[src/avs_pkg.sv]
// Constants and types for the switch configuration register bank
// Function
// - Path enable 0 means standby, 1 active
// - Source select 00 A, 01 B, 10 C
// - Sideband enable 0 disconnects all sideband lines
// - Sideband select 00 A, 01 B, 10 C
// - Input termination select gates all input terminations
// - Pulse bit drops termination 100 ms on switch
// - Pulse bits: B0-B3, A0-A3, then C3-C0
// - Equalizer bit low 6 dB, high 12 dB
// - Equalizer bits map like the pulse bits
// - Pre-emphasis 0, 2, 4, 6 dB, all channels
// - Output termination select switches all outputs
// - Serial access overrides straps until next reset
package avs_pkg;
  // Timing
  localparam int CLK_KHZ = 20000;
  localparam int TERM_PULSE_MS = 100;
  localparam int TERM_PULSE_CYC = TERM_PULSE_MS * CLK_KHZ;
  localparam int PULSE_CNT_W = 21;
  // Register offsets
  localparam logic [7:0] OFS_PATH = 8'h00;
  localparam logic [7:0] OFS_SIDEBAND = 8'h01;
  localparam logic [7:0] OFS_IN_TERM = 8'h10;
  localparam logic [7:0] OFS_PULSE_LO = 8'h11;
  localparam logic [7:0] OFS_PULSE_HI = 8'h12;
  localparam logic [7:0] OFS_EQ_LO = 8'h13;
  localparam logic [7:0] OFS_EQ_HI = 8'h14;
  localparam logic [7:0] OFS_OUT_DRIVE = 8'h20;
  // Reset values
  localparam logic [7:0] RST_PATH = 8'h40;
  localparam logic [7:0] RST_SIDEBAND = 8'h40;
  localparam logic [7:0] RST_IN_TERM = 8'h01;
  localparam logic [7:0] RST_PULSE = 8'h00;
  localparam logic [7:0] RST_EQ = 8'h00;
  localparam logic [7:0] RST_OUT_DRIVE = 8'h03;
  // Writable bits; the rest read as zero
  localparam logic [7:0] MASK_PATH = 8'h43;
  localparam logic [7:0] MASK_IN_TERM = 8'h01;
  localparam logic [7:0] MASK_LO = 8'hFF;
  localparam logic [7:0] MASK_HI = 8'h0F;
  localparam logic [7:0] MASK_OUT_DRIVE = 8'h0F;
  // Field positions
  localparam int EN_BIT = 6;
  localparam int SEL_LSB = 0;
  localparam int TERM_BIT = 0;
  localparam int PTO_BIT = 1;
  localparam int PE_LSB = 2;
  localparam logic [1:0] SEL_ILLEGAL = 2'h3;
  // Serial port: upper address bits, arbitrary value
  localparam logic [5:0] DEV_ADDR_HI = 6'h2A;
  typedef enum logic [2:0] {
    ST_IDLE, ST_ADDR, ST_PTR, ST_WR, ST_RD
  } avs_state_t;
endpackage

[src/avs_config_regs.sv]
// Serial-programmed configuration bank of the 3:1 video link switch
`timescale 1ns/1ps
module avs_config_regs #(
  parameter int PULSE_CYC = avs_pkg::TERM_PULSE_CYC
) (
  // Clock and reset
  input wire logic clk,
  input wire logic sys_rst,
  // Serial control port, open-drain data
  input wire logic scl_in,
  input wire logic sda_in,
  output logic sda_out,
  output logic sda_oe,
  input wire logic addr_lsb_pin,
  // Pin straps used until the first serial access
  input wire logic strap_fast_on,
  input wire logic [1:0] strap_source,
  input wire logic strap_eq_high,
  input wire logic [1:0] strap_preemph,
  // Switch controls
  output logic serial_mode,
  output logic fast_path_on,
  output logic [1:0] fast_source_select,
  output logic sideband_on,
  output logic [1:0] sideband_source_select,
  output logic [3:0] input_term_on_a,
  output logic [3:0] input_term_on_b,
  output logic [3:0] input_term_on_c,
  output logic [3:0] input_eq_high_a,
  output logic [3:0] input_eq_high_b,
  output logic [3:0] input_eq_high_c,
  output logic [1:0] output_preemph_level,
  output logic output_term_on
);
  // Pin synchronisers: scl, sda, addr, on, src[2], eq, pe[2]
  localparam int NP = 9;
  logic [NP-1:0] pin_raw, s1_r, s2_r, s3_r, pin_f_r;
  assign pin_raw = {strap_preemph, strap_eq_high, strap_source,
                    strap_fast_on, addr_lsb_pin, sda_in, scl_in};
  always_ff @(posedge clk) begin
    if (sys_rst) begin
      // Idle-high like the filter, so no false edge follows reset
      s1_r <= '1;
      s2_r <= '1;
      s3_r <= '1;
    end else begin
      s1_r <= pin_raw;
      s2_r <= s1_r;
      s3_r <= s2_r;
    end
  end
  genvar gp;
  generate
    for (gp = 0; gp < NP; gp++) begin : g_pin
      always_ff @(posedge clk) begin
        if (sys_rst) begin
          pin_f_r[gp] <= 1'b1;
        end else if (s2_r[gp] == s3_r[gp]) begin
          pin_f_r[gp] <= s3_r[gp];
        end
      end
    end
  endgenerate

  logic scl_q_r, sda_q_r;
  always_ff @(posedge clk) begin
    if (sys_rst) begin
      scl_q_r <= 1'b1;
      sda_q_r <= 1'b1;
    end else begin
      scl_q_r <= pin_f_r[0];
      sda_q_r <= pin_f_r[1];
    end
  end
  logic scl, sda, scl_rise, scl_fall, start_c, stop_c;
  assign scl = pin_f_r[0];
  assign sda = pin_f_r[1];
  assign scl_rise = scl & ~scl_q_r;
  assign scl_fall = ~scl & scl_q_r;
  assign start_c = scl & scl_q_r & sda_q_r & ~sda;
  assign stop_c = scl & scl_q_r & ~sda_q_r & sda;

  // Configuration registers
  logic [7:0] path_r, side_r, in_term_r, pls_lo_r, pls_hi_r;
  logic [7:0] eq_lo_r, eq_hi_r, drv_r;
  logic wr_stb_r;
  logic [7:0] wr_addr_r, wr_data_r;

  function automatic logic [7:0] rd_data(input logic [7:0] a);
    logic [7:0] d;
    d = 8'h00;
    if (a == avs_pkg::OFS_PATH) begin
      d = path_r;
    end else if (a == avs_pkg::OFS_SIDEBAND) begin
      d = side_r;
    end else if (a == avs_pkg::OFS_IN_TERM) begin
      d = in_term_r;
    end else if (a == avs_pkg::OFS_PULSE_LO) begin
      d = pls_lo_r;
    end else if (a == avs_pkg::OFS_PULSE_HI) begin
      d = pls_hi_r;
    end else if (a == avs_pkg::OFS_EQ_LO) begin
      d = eq_lo_r;
    end else if (a == avs_pkg::OFS_EQ_HI) begin
      d = eq_hi_r;
    end else if (a == avs_pkg::OFS_OUT_DRIVE) begin
      d = drv_r;
    end
    return d;
  endfunction

  // Read byte at the current pointer
  logic [7:0] rd_byte;
  always_comb begin
    rd_byte = rd_data(ptr_r);
  end

  always_ff @(posedge clk) begin
    if (sys_rst) begin
      path_r <= avs_pkg::RST_PATH;
      side_r <= avs_pkg::RST_SIDEBAND;
      in_term_r <= avs_pkg::RST_IN_TERM;
      pls_lo_r <= avs_pkg::RST_PULSE;
      pls_hi_r <= avs_pkg::RST_PULSE;
      eq_lo_r <= avs_pkg::RST_EQ;
      eq_hi_r <= avs_pkg::RST_EQ;
      drv_r <= avs_pkg::RST_OUT_DRIVE;
    end else if (wr_stb_r) begin
      if (wr_addr_r == avs_pkg::OFS_PATH) begin
        path_r <= wr_data_r & avs_pkg::MASK_PATH;
      end else if (wr_addr_r == avs_pkg::OFS_SIDEBAND) begin
        side_r <= wr_data_r & avs_pkg::MASK_PATH;
      end else if (wr_addr_r == avs_pkg::OFS_IN_TERM) begin
        in_term_r <= wr_data_r & avs_pkg::MASK_IN_TERM;
      end else if (wr_addr_r == avs_pkg::OFS_PULSE_LO) begin
        pls_lo_r <= wr_data_r & avs_pkg::MASK_LO;
      end else if (wr_addr_r == avs_pkg::OFS_PULSE_HI) begin
        pls_hi_r <= wr_data_r & avs_pkg::MASK_HI;
      end else if (wr_addr_r == avs_pkg::OFS_EQ_LO) begin
        eq_lo_r <= wr_data_r & avs_pkg::MASK_LO;
      end else if (wr_addr_r == avs_pkg::OFS_EQ_HI) begin
        eq_hi_r <= wr_data_r & avs_pkg::MASK_HI;
      end else if (wr_addr_r == avs_pkg::OFS_OUT_DRIVE) begin
        drv_r <= wr_data_r & avs_pkg::MASK_OUT_DRIVE;
      end
    end
  end

  // Serial slave: bit_cnt 0-7 data bits, 8 byte done, 9 acknowledge
  avs_pkg::avs_state_t st_r;
  logic [3:0] bit_cnt_r;
  logic [7:0] shift_r, ptr_r;
  logic rw_r, match;
  assign match = shift_r[7:1] == {avs_pkg::DEV_ADDR_HI, pin_f_r[2]};
  always_ff @(posedge clk) begin
    if (sys_rst) begin
      st_r <= avs_pkg::ST_IDLE;
      bit_cnt_r <= 4'h0;
      shift_r <= 8'h00;
      ptr_r <= 8'h00;
      rw_r <= 1'b0;
      sda_oe <= 1'b0;
      sda_out <= 1'b0;
      wr_stb_r <= 1'b0;
      wr_addr_r <= 8'h00;
      wr_data_r <= 8'h00;
      serial_mode <= 1'b0;
    end else begin
      wr_stb_r <= 1'b0;
      sda_out <= 1'b0;
      if (stop_c) begin
        st_r <= avs_pkg::ST_IDLE;
        sda_oe <= 1'b0;
      end else if (start_c) begin
        st_r <= avs_pkg::ST_ADDR;
        bit_cnt_r <= 4'h0;
        sda_oe <= 1'b0;
      end else if (st_r == avs_pkg::ST_RD) begin
        if (scl_rise && bit_cnt_r < 4'h8) begin
          bit_cnt_r <= bit_cnt_r + 4'h1;
        end else if (scl_rise && bit_cnt_r == 4'h8) begin
          if (sda) begin
            st_r <= avs_pkg::ST_IDLE;
          end else begin
            bit_cnt_r <= 4'h9;
          end
        end else if (scl_fall && bit_cnt_r == 4'h8) begin
          sda_oe <= 1'b0;
        end else if (scl_fall && bit_cnt_r == 4'h9) begin
          shift_r <= rd_byte;
          sda_oe <= ~rd_byte[7];
          ptr_r <= ptr_r + 8'h01;
          bit_cnt_r <= 4'h0;
        end else if (scl_fall && bit_cnt_r != 4'h0) begin
          shift_r <= {shift_r[6:0], 1'b0};
          sda_oe <= ~shift_r[6];
        end
      end else if (st_r != avs_pkg::ST_IDLE) begin
        if (scl_rise && bit_cnt_r < 4'h8) begin
          shift_r <= {shift_r[6:0], sda};
          bit_cnt_r <= bit_cnt_r + 4'h1;
        end else if (scl_fall && bit_cnt_r == 4'h8) begin
          bit_cnt_r <= 4'h9;
          sda_oe <= 1'b1;
          case (st_r)
            avs_pkg::ST_ADDR: begin
              if (match) begin
                rw_r <= shift_r[0];
                serial_mode <= 1'b1;
              end else begin
                st_r <= avs_pkg::ST_IDLE;
                sda_oe <= 1'b0;
              end
            end
            avs_pkg::ST_PTR: begin
              ptr_r <= shift_r;
            end
            default: begin
              wr_stb_r <= 1'b1;
              wr_addr_r <= ptr_r;
              wr_data_r <= shift_r;
              ptr_r <= ptr_r + 8'h01;
            end
          endcase
        end else if (scl_fall && bit_cnt_r == 4'h9) begin
          bit_cnt_r <= 4'h0;
          sda_oe <= 1'b0;
          if (st_r == avs_pkg::ST_ADDR && rw_r) begin
            st_r <= avs_pkg::ST_RD;
            shift_r <= rd_byte;
            sda_oe <= ~rd_byte[7];
            ptr_r <= ptr_r + 8'h01;
          end else if (st_r == avs_pkg::ST_ADDR) begin
            st_r <= avs_pkg::ST_PTR;
          end else begin
            st_r <= avs_pkg::ST_WR;
          end
        end
      end
    end
  end

  // Effective settings: registers once serial; before that, straps, or fixed defaults where no strap exists
  logic cand_on, cand_sb_on, cand_term, sel_chg, pulse_act;
  logic [1:0] cand_sel, cand_sb_sel, cand_pe;
  logic [11:0] cand_pulse, cand_eq;
  logic [avs_pkg::PULSE_CNT_W-1:0] pulse_cnt_r;
  always_comb begin
    cand_on = serial_mode ? path_r[avs_pkg::EN_BIT] : pin_f_r[3];
    cand_sel = serial_mode ? path_r[avs_pkg::SEL_LSB +: 2] : pin_f_r[5:4];
    cand_sb_on = serial_mode ? side_r[avs_pkg::EN_BIT] : 1'b1;
    cand_sb_sel = serial_mode ? side_r[avs_pkg::SEL_LSB +: 2]
                              : pin_f_r[5:4];
    cand_term = serial_mode ? in_term_r[avs_pkg::TERM_BIT] : 1'b1;
    cand_pulse = serial_mode ? {pls_hi_r[3:0], pls_lo_r} : 12'h000;
    cand_eq = serial_mode ? {eq_hi_r[3:0], eq_lo_r} : {12{pin_f_r[6]}};
    cand_pe = serial_mode ? drv_r[avs_pkg::PE_LSB +: 2] : pin_f_r[8:7];
  end
  // an illegal code never reaches the routing
  assign sel_chg = cand_sel != avs_pkg::SEL_ILLEGAL &&
                   cand_sel != fast_source_select;
  assign pulse_act = pulse_cnt_r != '0;

  always_ff @(posedge clk) begin
    if (sys_rst) begin
      fast_path_on <= 1'b0;
      fast_source_select <= 2'h0;
      sideband_on <= 1'b0;
      sideband_source_select <= 2'h0;
      output_preemph_level <= 2'h0;
      output_term_on <= 1'b0;
    end else begin
      fast_path_on <= cand_on;
      // source routing, holds on illegal code
      if (sel_chg) begin
        fast_source_select <= cand_sel;
      end
      sideband_on <= cand_sb_on;
      // sideband routing, holds on illegal code
      if (cand_sb_sel != avs_pkg::SEL_ILLEGAL) begin
        sideband_source_select <= cand_sb_sel;
      end
      // one pre-emphasis level for all outputs
      output_preemph_level <= cand_pe;
      output_term_on <= serial_mode ? drv_r[avs_pkg::PTO_BIT] : 1'b1;
    end
  end

  // termination gap timer started by a source change
  always_ff @(posedge clk) begin
    if (sys_rst) begin
      pulse_cnt_r <= '0;
    end else if (sel_chg) begin
      pulse_cnt_r <= avs_pkg::PULSE_CNT_W'(PULSE_CYC);
    end else if (pulse_act) begin
      pulse_cnt_r <= pulse_cnt_r - 1'b1;
    end
  end

  genvar gc;
  generate
    for (gc = 0; gc < 4; gc++) begin : g_chan
      always_ff @(posedge clk) begin
        if (sys_rst) begin
          input_term_on_a[gc] <= 1'b0;
          input_term_on_b[gc] <= 1'b0;
          input_term_on_c[gc] <= 1'b0;
          input_eq_high_a[gc] <= 1'b0;
          input_eq_high_b[gc] <= 1'b0;
          input_eq_high_c[gc] <= 1'b0;
        end else begin
          input_term_on_b[gc] <= cand_term & ~(pulse_act & cand_pulse[gc]);
          input_term_on_a[gc] <= cand_term &
                                 ~(pulse_act & cand_pulse[4+gc]);
          input_term_on_c[gc] <= cand_term &
                                 ~(pulse_act & cand_pulse[11-gc]);
          // 0 low, 1 high; same map as pulse bits
          input_eq_high_b[gc] <= cand_eq[gc];
          input_eq_high_a[gc] <= cand_eq[4+gc];
          input_eq_high_c[gc] <= cand_eq[11-gc];
        end
      end
    end
  endgenerate
endmodule

[config.mk]
export PLATFORM = sky130hd
export DESIGN_NAME = avs_config_regs
export DESIGN_NICKNAME = d
export VERILOG_FILES = /design/src/avs_pkg.sv /design/src/avs_config_regs.sv
export SDC_FILE = /design/constraint.sdc
export NUM_CORES = 1
export LEC_CHECK = 0
export ABC_AREA = 1
export BUFFER_PORTS_ARGS = -buffer_cell sky130_fd_sc_hd__clkbuf_2
export CORE_AREA = 5 5 165 167
export DETAILED_ROUTE_END_ITERATION = 8
export DIE_AREA = 0 0 170 172
export GPL_TIMING_DRIVEN = 0
export PLACE_DENSITY = 0.5
export SLEW_MARGIN = 20
export SYNTH_ARGS = -nofsm -noshare
export SYNTH_HDL_FRONTEND = slang
export SYNTH_SLANG_ARGS = --single-unit
[constraint.sdc]
create_clock -name clk -period 1.9 [get_ports clk]
set_input_delay 0.095 -clock clk [delete_from_list [all_inputs] [get_ports clk]]
set_output_delay 0.095 -clock clk [all_outputs]
set_load 0.05 [all_outputs]
[Yosys cells after proc, flatten, opt, wreduce, memory -nomap -nowiden]
Cells that the tools add are included.
Cells by class
  mux-type cells: 78
  equality and inequality tests: 50
  order comparisons: 1
  reduce and logical (&&, ||, !) cells: 43
  add/subtract/negate cells: 3
  bitwise gates (word level): 63
Operators by type and width (number)
  8-bit 2-to-1 mux: 27
  8-bit by 5-bit == test with 1-bit output, second input constant: 10
  4-bit 2-to-1 mux: 12
  21-bit 2-to-1 mux: 2
  3-bit 2-to-1 mux: 11
  1-bit inverter: 32
  1-bit AND: 31
  7-bit AND reduction: 4
  12-bit 2-to-1 mux: 2
  21-bit nonzero test: 1
  3-bit nonzero test: 7
  21-bit by 1-bit subtractor with 21-bit output, second input constant: 1
  1-bit 2-to-1 mux: 20
  10-bit AND reduction: 2
  2-bit inequality test, second input constant: 9
  8-bit by 1-bit == test with 1-bit output, second input constant: 2
  8-bit by 6-bit == test with 1-bit output, second input constant: 2
  8-bit zero test: 2
  8-bit case mux with 2 select lines: 1
  8-bit AND reduction: 2
  5-bit inequality test, second input constant: 2
  5-bit AND reduction: 2
  1-bit == test: 9
  9-bit AND reduction: 1
  26 further kinds: 44
Storage, ports and cells
  output and inout port bits: 36
  input bits: 11
  flip-flop bits (word level): 170
  logic and storage cells: 303

[Depth between registers and ports, before layout]
Gate-level depths: netlist of the first run.
  depth after elaboration: 16
  mapped depth: 15
  gate-level depth less buffers: 15

[Worst setup path before layout of the first run]
No wires, ideal clock.
  kind: reg2reg
  start point: register serial_mode
  end point: register pulse_cnt_r[9] (netlist bit)
  period minus slack after synthesis: 1837 ps
  stages on the path, launching flop included: 11
  required time: 1786 ps
  arrival: 1723 ps
  setup time: 114 ps
  setup slack: 63 ps
  path buffers: 2
  cell sequence: dfxtp_1 -> buf_6 -> inv_4 -> nand2_2 -> nand2_1 -> a21oi_2 -> a21oi_1 -> o22a_2 -> nand2_2 -> buf_6 -> nor2_1
Between the ends
  word-level cells in the longest chain between the ends: 4
  elaborated cells on any way between the ends: 5
  those cells by class: 2 x eq/ne; 1 x mux; 2 x reduce/logical
Ends and longest elaborated chain
  start, declared: RTL line avs_config_regs.sv:21  | output logic serial_mode,
  start signal, assigned: RTL line avs_config_regs.sv:167  | serial_mode <= 1'b0;
  start signal, assigned: RTL line avs_config_regs.sv:209  | serial_mode <= 1'b1;
  2-bit 2-to-1 mux (*): RTL line avs_config_regs.sv:250  | cand_sel = serial_mode ? path_r[avs_pkg::SEL_LSB +: 2] : pin_f_r[5:4];
  2-bit inequality test (on tied branches): RTL line avs_config_regs.sv:260, avs_config_regs.sv:261
  1-bit logical AND (*): RTL line avs_config_regs.sv:260  | assign sel_chg = cand_sel != avs_pkg::SEL_ILLEGAL &&
  2-bit OR reduction (no line) (*)
  end signal, assigned: RTL line avs_config_regs.sv:294  | pulse_cnt_r <= avs_pkg::PULSE_CNT_W'(PULSE_CYC);
  end signal, assigned: RTL line avs_config_regs.sv:296  | pulse_cnt_r <= pulse_cnt_r - 1'b1;
  end, declared: RTL line avs_config_regs.sv:247  | logic [avs_pkg::PULSE_CNT_W-1:0] pulse_cnt_r;
Mark *: on every way between the ends. The rest lies on a longest branch, timed or not.
A chain may end at the register's enable or synchronous reset.

[Worst setup path in the final report of the first run]
  start point: register ptr_r[1]
  end point: register sda_oe
Between the ends
  word-level cells in the longest chain between the ends: 14
  elaborated cells on any way between the ends: 23
  those cells by class: 5 x eq/ne; 16 x mux; 1 x bitwise; 1 x reduce/logical
Ends and longest elaborated chain
  start, declared: RTL line avs_config_regs.sv:152  | logic [7:0] shift_r, ptr_r;
  start signal, assigned: RTL line avs_config_regs.sv:192  | ptr_r <= ptr_r + 8'h01;
  start signal, assigned: RTL line avs_config_regs.sv:216  | ptr_r <= shift_r;
  start signal, assigned: RTL line avs_config_regs.sv:222  | ptr_r <= ptr_r + 8'h01;
  8-bit by 5-bit == test with 1-bit output: RTL line avs_config_regs.sv:102  | end else if (a == avs_pkg::OFS_EQ_LO) begin
  8-bit 2-to-1 mux: RTL line avs_config_regs.sv:102
  8-bit 2-to-1 mux: RTL line avs_config_regs.sv:100  | end else if (a == avs_pkg::OFS_PULSE_HI) begin
  8-bit 2-to-1 mux: RTL line avs_config_regs.sv:98  | end else if (a == avs_pkg::OFS_PULSE_LO) begin
  8-bit 2-to-1 mux: RTL line avs_config_regs.sv:96  | end else if (a == avs_pkg::OFS_IN_TERM) begin
  8-bit 2-to-1 mux: RTL line avs_config_regs.sv:94  | end else if (a == avs_pkg::OFS_SIDEBAND) begin
  8-bit 2-to-1 mux (*): RTL line avs_config_regs.sv:92  | if (a == avs_pkg::OFS_PATH) begin
  1-bit inverter (*): RTL line avs_config_regs.sv:191, avs_config_regs.sv:231
  1-bit 2-to-1 mux: RTL line avs_config_regs.sv:228  | if (st_r == avs_pkg::ST_ADDR && rw_r) begin
  1-bit 2-to-1 mux: RTL line avs_config_regs.sv:225  | end else if (scl_fall && bit_cnt_r == 4'h9) begin
  1-bit 2-to-1 mux: RTL line avs_config_regs.sv:202  | end else if (scl_fall && bit_cnt_r == 4'h8) begin
  1-bit 2-to-1 mux: RTL line avs_config_regs.sv:199  | if (scl_rise && bit_cnt_r < 4'h8) begin
  1-bit 2-to-1 mux: RTL line avs_config_regs.sv:198  | end else if (st_r != avs_pkg::ST_IDLE) begin
  1-bit 2-to-1 mux (*): RTL line avs_config_regs.sv:178  | end else if (st_r == avs_pkg::ST_RD) begin
  end signal, assigned: RTL line avs_config_regs.sv:191  | sda_oe <= ~rd_byte[7];
  end signal, assigned: RTL line avs_config_regs.sv:196  | sda_oe <= ~shift_r[6];
  end signal, assigned: RTL line avs_config_regs.sv:231  | sda_oe <= ~rd_byte[7];
  end, declared: RTL line avs_config_regs.sv:13  | output logic sda_oe,
Mark *: on every way between the ends. The rest lies on a longest branch, timed or not. The select of a mux whose other input is x is not followed.

==> results of run 1 <==
[power groups by stage]
| stage | clock [W] | sequential, W | combinational (W) |
|---|---|---|---|
| final | 0.00335 | 0.00402 | 0.00229 |
| after CTS | 0.00343 | 0.00402 | 0.00223 |
| after global routing | 0.00357 | 0.00405 | 0.00261 |
| after detailed placement | 0 | 0.00409 | 0.00221 |
| after global placement | 0 | 0.00410 | 0.00219 |
| after floorplan | 0 | 0.00416 | 0.00163 |
[metal layers]
layer	vias up	track usage, %	share of wire [%]
met2	145	24.1	45
met1	3090	20.8	49
met4	0	3.78	1.4
met3	20	2.65	4.7
met5	-	0	0
li1	3465	-	-
[final cells by class]
cell class	instances	area share (%)
buffer	34	2.33
clock buffer	18	4.67
clock inverter	14	1.33
inverter	109	4.56
multi-input combinational	703	41.7
sequential	170	37.1
tap	335	4.56
timing repair buffer	55	3.73
[metrics by stage]
stage               cell area, µm²  setup TNS (ns)
finish                        9190               0
global route                  9190         -0.0816
CTS                           9040               0
detailed placement            8390          -0.146
global placement              8390          -0.151
floorplan                     7750               0
[logic make-up (layout without fill, tap and decap cells)]
family / count (synthesis) / after routing / synth area share (%)
flip-flops: 170 / 170 / 43.9
AND/OR/NAND/NOR: 456 / 456 / 28.9
XOR/XNOR: 14 / 14 / 1.58
AO/OA/AOI/OAI: 222 / 222 / 16.0
other: 1 / 1 / 0.0484
adder cells (fa/ha/maj): 9 / 9 / 1.45
multiplexers: 1 / 1 / 0.129
buffers and inverters: 143 / 230 / 8.05
[worst min-delay path, stage by stage]
cell      delay (ns)
clkbuf_1        0.16
inv_1           0.14
nand2_1         0.08
a21oi_1         0.11
[what timing repair did]
item | 4_1_cts | 5_1_grt
resized for setup | 5 | 27
pin swaps | 0 | 6
endpoints found under the hold margin | 9 | 0
setup endpoints to repair | 6 | 36
gates cloned | 0 | 1
buffers inserted | 0 | 1
hold buffers | 9 | 0
[state kept, by name, indices dropped and copies added (netlist names), 9 cells and up]
name	flops
s2_r	9
s3_r	9
s1_r	9
pulse_cnt_r	21
[Yosys cell counts, types with 2 or more instances]
cell type and count:
o211a_1 2, a21boi_0 2, nor2_2 9, a21oi_1 112
nand4_1 9, buf_8 2, nand3_4 4, nor4_1 4
buf_6 6, nand3_2 5, clkbuf_1 17, nand2_1 195
buf_2 6, o211ai_1 4, buf_4 2, o21ai_0 61
xor2_1 12, o21ai_1 8, nor2_1 96, nand2_4 6
or2_2 29, o21ai_2 3, nor2_4 9, nor3_2 2
nand3b_1 2, a31oi_1 15, xnor2_1 2, a21oi_2 7
nand3_1 54, nand2_2 15, nor3_1 11, inv_1 92
inv_2 15, dfxtp_1 170, ha_1 9, inv_4 2
[final timing paths]
path | to | slack [ns] | cells past startpoint
min | st_r[0]$_SDFFE_PP0P_ | 0.20 | 4
min reg2reg | s2_r[2]$_SDFF_PP1_ | 0.41 | 1
max reg2reg | sda_oe$_SDFFE_PP0P_ | 0.09 | 15
max | sda_oe$_SDFFE_PP0P_ | 0.09 | 15
==> results by group, run 1 <==
Status
  – Status: finished, final reports clean

Yosys
  – Unique cell type count in the Yosys netlist: 53
  – Number of flops mapped to enable cells by yosys: 0
  – Largest cells by area after synthesis: dfxtp_1 (44%), nand2_1 (9.4%), a21oi_1 (7.2%), nor2_1 (4.6%), inv_1 (4.5%)
  – Post-synth top area share: 43.9%
  – Seq/Total Area, Yosys: 43.9%
  – Asr flop ratio synth: 0%
  – Syn nets: 1036
  – Largest area contributor in the netlist: dfxtp_1
  – Yosys warns: 0
  – Post-Syn Area: 0.00775 mm²
  – Avg Synthesized Cell Area: 7.63 µm²
  – Register bit total from synthesis: 170
  – Main synth FF type: dfxtp_1
  – Synthesized netlist cell count: 1016

Timing
  – Tcrit/Tclk final: 95.3%
  – Slew Viols, Final: 0
  – Clk_skew: 0.00780 ns
  – Minimum clock period: 1.81 ns
  – RSZ-0062 raised after global routing: yes
  – Slew @ Worst Pin: 0.746 ns
  – Fmax: 552 MHz
  – Slew headroom: 49.8%
  – Hold Slack: 0.204 ns
  – Hold Fails Final Rpt: 0
  – Setup ws final: 0.0894 ns
  – Endpoints failing setup: 0

Floorplanning
  – Boundary Pins: 47
  – Die width: 170 µm
  – Die area: 0.0292 mm²
  – Initial Util: 30.3%
  – FP Rows: 59
  – Area of the core: 0.0256 mm²
  – Die span in y: 172 µm

Setup path
  – Slowest stage delay, CP: 0.36 ns
  – Reg2Reg Launch Point: ptr_r[1]$_SDFFE_PP0P_
  – Cell mode on critical path: nand2_1
  – Buffers & Inverters on Critical Path: 4
  – CP max-delay cell: dfxtp_2
  – Critical Path RT: 2.23 ns
  – CP Cell Sequence: inv_1 > ha_2 > inv_1 > nor2_4 > nand2_4 > inv_2 > nand2_1 > nand2_2 > nand2_1 > nand2_1 > nand2_1 > nand2_1 > nand3_1 > nand2_1 > inv_1
  – CP delay by family, top: simple AND/OR/NAND/NOR gates
  – Critical path capture point type: flip-flop
  – Critical Path Fanout Max: 8
  – Setup Crit Path Kind: flip-flop to flip-flop
  – Worst EP arrival: 2.14 ns
  – Crit start category: flip-flop
  – Critical Path Start: ptr_r[1]$_SDFFE_PP0P_

Clocking
  – CTS Buf Count: 17
  – Worst skew pair latency: 0.43 ns
  – Htree depth: 4
  – CTS root buf: clkbuf_16
  – TritonCTS clock tree: yes
  – CTS clk-pin slew, worst paths: 0.07 ns
  – Clk buf depth: 2
  – Clock Sinks: 170

Global route
  – Largest net degree at the start of global routing: 17
  – Tot GR Track Use: 14.9%
  – First-pass GRT wire length: 34100 µm
  – GRT overflow: 0
  – Vias in the first global route: 6340
  – Antenna violations before repair: 0

Flow run
  – Total of max-cap violations: 0

Placed design
  – Pre-CTS setup slack: -0.0833 ns
  – Placed insts: 1395
  – HPWL Detailed: 16400 µm
  – Routability cong.: 0.884
  – PortBufs: 44

Power
  – Pwr per Cell Area: 1050 mW/mm²
  – Switching component of the power: 0.00323 W
  – Largest vdd supply drop: 0.520 mV
  – Final total power: 0.00966 W
  – Net Sw Frac: 33.5%
  – Clock share of power: 34.7%
  – Gate power share: 23.7%
  – Lkg Pwr: 3.79 nW
  – Reg power frac: 41.6%
  – Int Power: 0.00642 W

Finish
  – Area Growth Syn to Fin: 18.5%
  – Commonest non-fill, non-tap cell in the layout: nand2_1
  – Final core utilization: 35.9%
  – Register area: 0.00341 mm²
  – Highest-count cells in the layout ignoring fill and taps: nand2_1 (193), dfxtp_1 (167), a21oi_1 (111)
  – Filler cells: 2715
  – Fin nets: 1110
  – Finished Layout Cells: 1438
  – Share of layout cells above drive strength 1: 20.5%
  – Multi-input logic area: 0.00383 mm²
  – Diodes inserted: 0

Routing
  – Avg WL per Cell: 15.0 µm
  – Post-DRT Antenna Nets: 0
  – Via count: 6720
  – Drt first pass iters: 5
  – WL final: 21500 µm
  – DR iter-0 viols: 334
  – Via density: 4.67
  – Drc violations: 0

Hold path
  – Min-Delay Startpoint: sys_rst
  – Min-delay worst type: primary input to flip-flop
(Power assumes the default switching activity.)
==> run 2, diff against run 1 <==
--- a/config.mk
+++ b/config.mk
@@ -12,6 +12,7 @@
 export DIE_AREA = 0 0 170 172
 export GPL_TIMING_DRIVEN = 0
 export PLACE_DENSITY = 0.5
+export REMOVE_ABC_BUFFERS = 1
 export SLEW_MARGIN = 20
 export SYNTH_ARGS = -nofsm -noshare
 export SYNTH_HDL_FRONTEND = slang
==> run 2 against run 1 <==
- final cell count decreased by 0.90%
- clock-buffer cell count decreased by 1
- utilization increased by 0.28 points
- worst setup slack improved by 0.051 ns
- global-route usage decreased by 1.3 points
- via count decreased by 1.1%
- flip-flop and latch count unchanged
- fmax increased by 2.9%
- non-clock buffer count decreased by 14
- largest cell class unchanged
- largest power group unchanged
==> results by group, run 2 (synthesis results as in run 1) <==
Clocking
  – Htree depth: 4 (unchanged)
  – Worst skew pair latency: 0.43 ns (about the same)
  – CTS clk-pin slew, worst paths: 0.07 ns (about the same)
  – TritonCTS clock tree: yes
  – Clock Sinks: 170 (unchanged)
  – CTS root buf: clkbuf_16
  – CTS Buf Count: 17 (unchanged)
  – Clk buf depth: 2 (unchanged)

Global route
  – Largest net degree at the start of global routing: 42 (+25)
  – First-pass GRT wire length: 32100 µm (-6.0%)
  – Tot GR Track Use: 13.7% (-1.3 points)
  – GRT overflow: 0 (unchanged)
  – Vias in the first global route: 6160 (-2.8%)
  – Antenna violations before repair: 0 (unchanged)

Routing
  – DR iter-0 viols: 344 (+3.0%)
  – Post-DRT Antenna Nets: 0 (unchanged)
  – Drc violations: 0 (unchanged)
  – WL final: 19900 µm (-7.3%)
  – Avg WL per Cell: 14.0 µm (-6.5%)
  – Via count: 6644 (-1.1%)
  – Via density: 4.66 (-0.23%)
  – Drt first pass iters: 5 (unchanged)

Finish
  – Area Growth Syn to Fin: 19.4%
  – Highest-count cells in the layout ignoring fill and taps: nand2_1 (194), dfxtp_1 (162), a21oi_1 (112)
  – Final instance area: 0.00926 mm² (+0.78%)
  – Commonest non-fill, non-tap cell in the layout: nand2_1
  – Finished Layout Cells: 1425 (-0.90%)
  – Biggest register: pulse_cnt_r
  – Diodes inserted: 0 (unchanged)
  – Share of layout cells above drive strength 1: 22.4% (+1.9 points)
  – Fin nets: 1097 (-1.2%)
  – Max reg flops: 21 (unchanged)

Status
  – Status: finished, final reports clean

Placed design
  – Routability cong.: 0.825 (-6.7%)
  – HPWL Detailed: 14100 µm (-14%)
  – Pre-CTS setup slack: -0.547 ns (-0.464 ns)
  – Post-Place Cell Area: 0.00823 mm² (-1.9%)
  – PortBufs: 45 (+2.3%)
  – Placed insts: 1364 (-2.2%)

Timing
  – Slew Viols, Final: 0 (unchanged)
  – Clk_skew: 0.0114 ns (+0.00356 ns)
  – Slew @ Worst Pin: 0.775 ns (+0.0288 ns)
  – Fmax: 568 MHz (+2.9%)
  – RSZ-0062 raised after global routing: no
  – Slew headroom: 48.0% (-1.8 points)
  – Hold Fails Final Rpt: 0 (unchanged)
  – Endpoints failing setup: 0 (unchanged)
  – Setup ws final: 0.141 ns (+0.0515 ns)
  – Minimum clock period: 1.76 ns (-0.0515 ns)
  – Hold Slack: 0.165 ns (-0.0393 ns)
  – Tcrit/Tclk final: 92.6% (-2.7 points)

Power
  – Final total power: 0.0101 W (+4.7%)
  – Lkg Pwr: 3.79 nW (about the same)
  – Pwr per Cell Area: 1090 mW/mm² (+3.9%)
  – Largest vdd supply drop: 0.681 mV (+31%)

Floorplanning
  – Die width: 170 µm (unchanged)
  – Initial Util: 30.3% (unchanged)
  – FP Rows: 59 (unchanged)
  – Die span in y: 172 µm (unchanged)
  – Area of the core: 0.0256 mm² (unchanged)
  – Die area: 0.0292 mm² (unchanged)
  – Boundary Pins: 47 (unchanged)

Setup path
  – Critical Path RT: 2.27 ns (+0.04 ns)
  – Crit start category: flip-flop
  – Setup Crit Path Kind: flip-flop to flip-flop
  – Critical path capture point type: flip-flop
  – Worst R2R Path Depth: 12 (-3)
  – Worst EP arrival: 2.13 ns (about the same)
  – Critical Path Fanout Max: 6 (-2)

Hold path
  – Hold depth: 2 (-2)
  – Min-delay worst type: primary input to flip-flop

Flow run
  – Total of max-cap violations: 0 (unchanged)
-- run 2: cell types whose count changed in the layout (fill, tap and decap cells not counted), moves of 4 or more --
cell	before	now
inv_8	1	5
buf_6	5	1
buf_2	6	0
dfxtp_1	167	162
buf_4	3	16
clkbuf_1	18	0
-- run 2: worst max-delay path, stage by stage, from the launching register on --
cell and delay (ns):
dfxtp_4 0.39, inv_1 0.07, ha_2 0.20, inv_1 0.10, nor2_4 0.05, buf_4 0.13
nand3_4 0.07, nand2_4 0.07, nor2_4 0.14, nand2_2 0.10, a21oi_1 0.24, nor3_2 0.06
nor2_1 0.08
-- run 2: area by class of cell --
class / count / area (µm²)
clock inverters: 15 / 183
repair buffers: 75 / 524
well taps: 335 / 419
flip-flops and latches: 170 / 3420
inverters: 109 / 419
multi-input cells: 704 / 3860
clock buffers: 17 / 425
fillers: 2722 / 16400
-- run 2: metrics by stage --
stage	util (%)	setup TNS (ns)
final	36.1	0
after global routing	36.1	0
after CTS	35.4	0
after detailed placement	32.1	-11.51
after global placement	32.0	-160.12
after floorplan	-	-7.84
-- run 2: routing by layer --
layer / vias to the layer above / global-route usage (%) / part of all wire [%]
li1: 3455 / - / -
met5: - / 0 / 0
met1: 3062 / 18.1 / 48
met3: 27 / 2.65 / 3.4
met2: 100 / 22.6 / 46
met4: 0 / 4.20 / 1.7
-- run 2: power breakdown --
part	internal (W)	switching, W
Combinational	0.000856	0.00163
Clock	0.00200	0.00162
Sequential	0.00382	0.000197
-- run 2: worst paths after layout --
path | startpoint | end | slack (ns)
worst max-delay path | ptr_r[1]$_SDFFE_PP0P_ | shift_r[5]$_SDFFE_PP0P_ | 0.14
worst min-delay path | sys_rst | ptr_r[2]$_SDFFE_PP0P_ | 0.16
worst max register to register | ptr_r[1]$_SDFFE_PP0P_ | shift_r[5]$_SDFFE_PP0P_ | 0.14
worst min register to register | s1_r[7]$_SDFF_PP1_ | s2_r[7]$_SDFF_PP1_ | 0.40
-- run 2: timing repair --
item | in CTS | in global routing
setup endpoints to repair | 68 | 63
gates cloned | 0 | 1
buffers inserted | 14 | 5
hold endpoints to repair | 9 | 0
pin swaps | 4 | 8
hold buffers | 9 | 0
gates resized for setup | 5 | 40
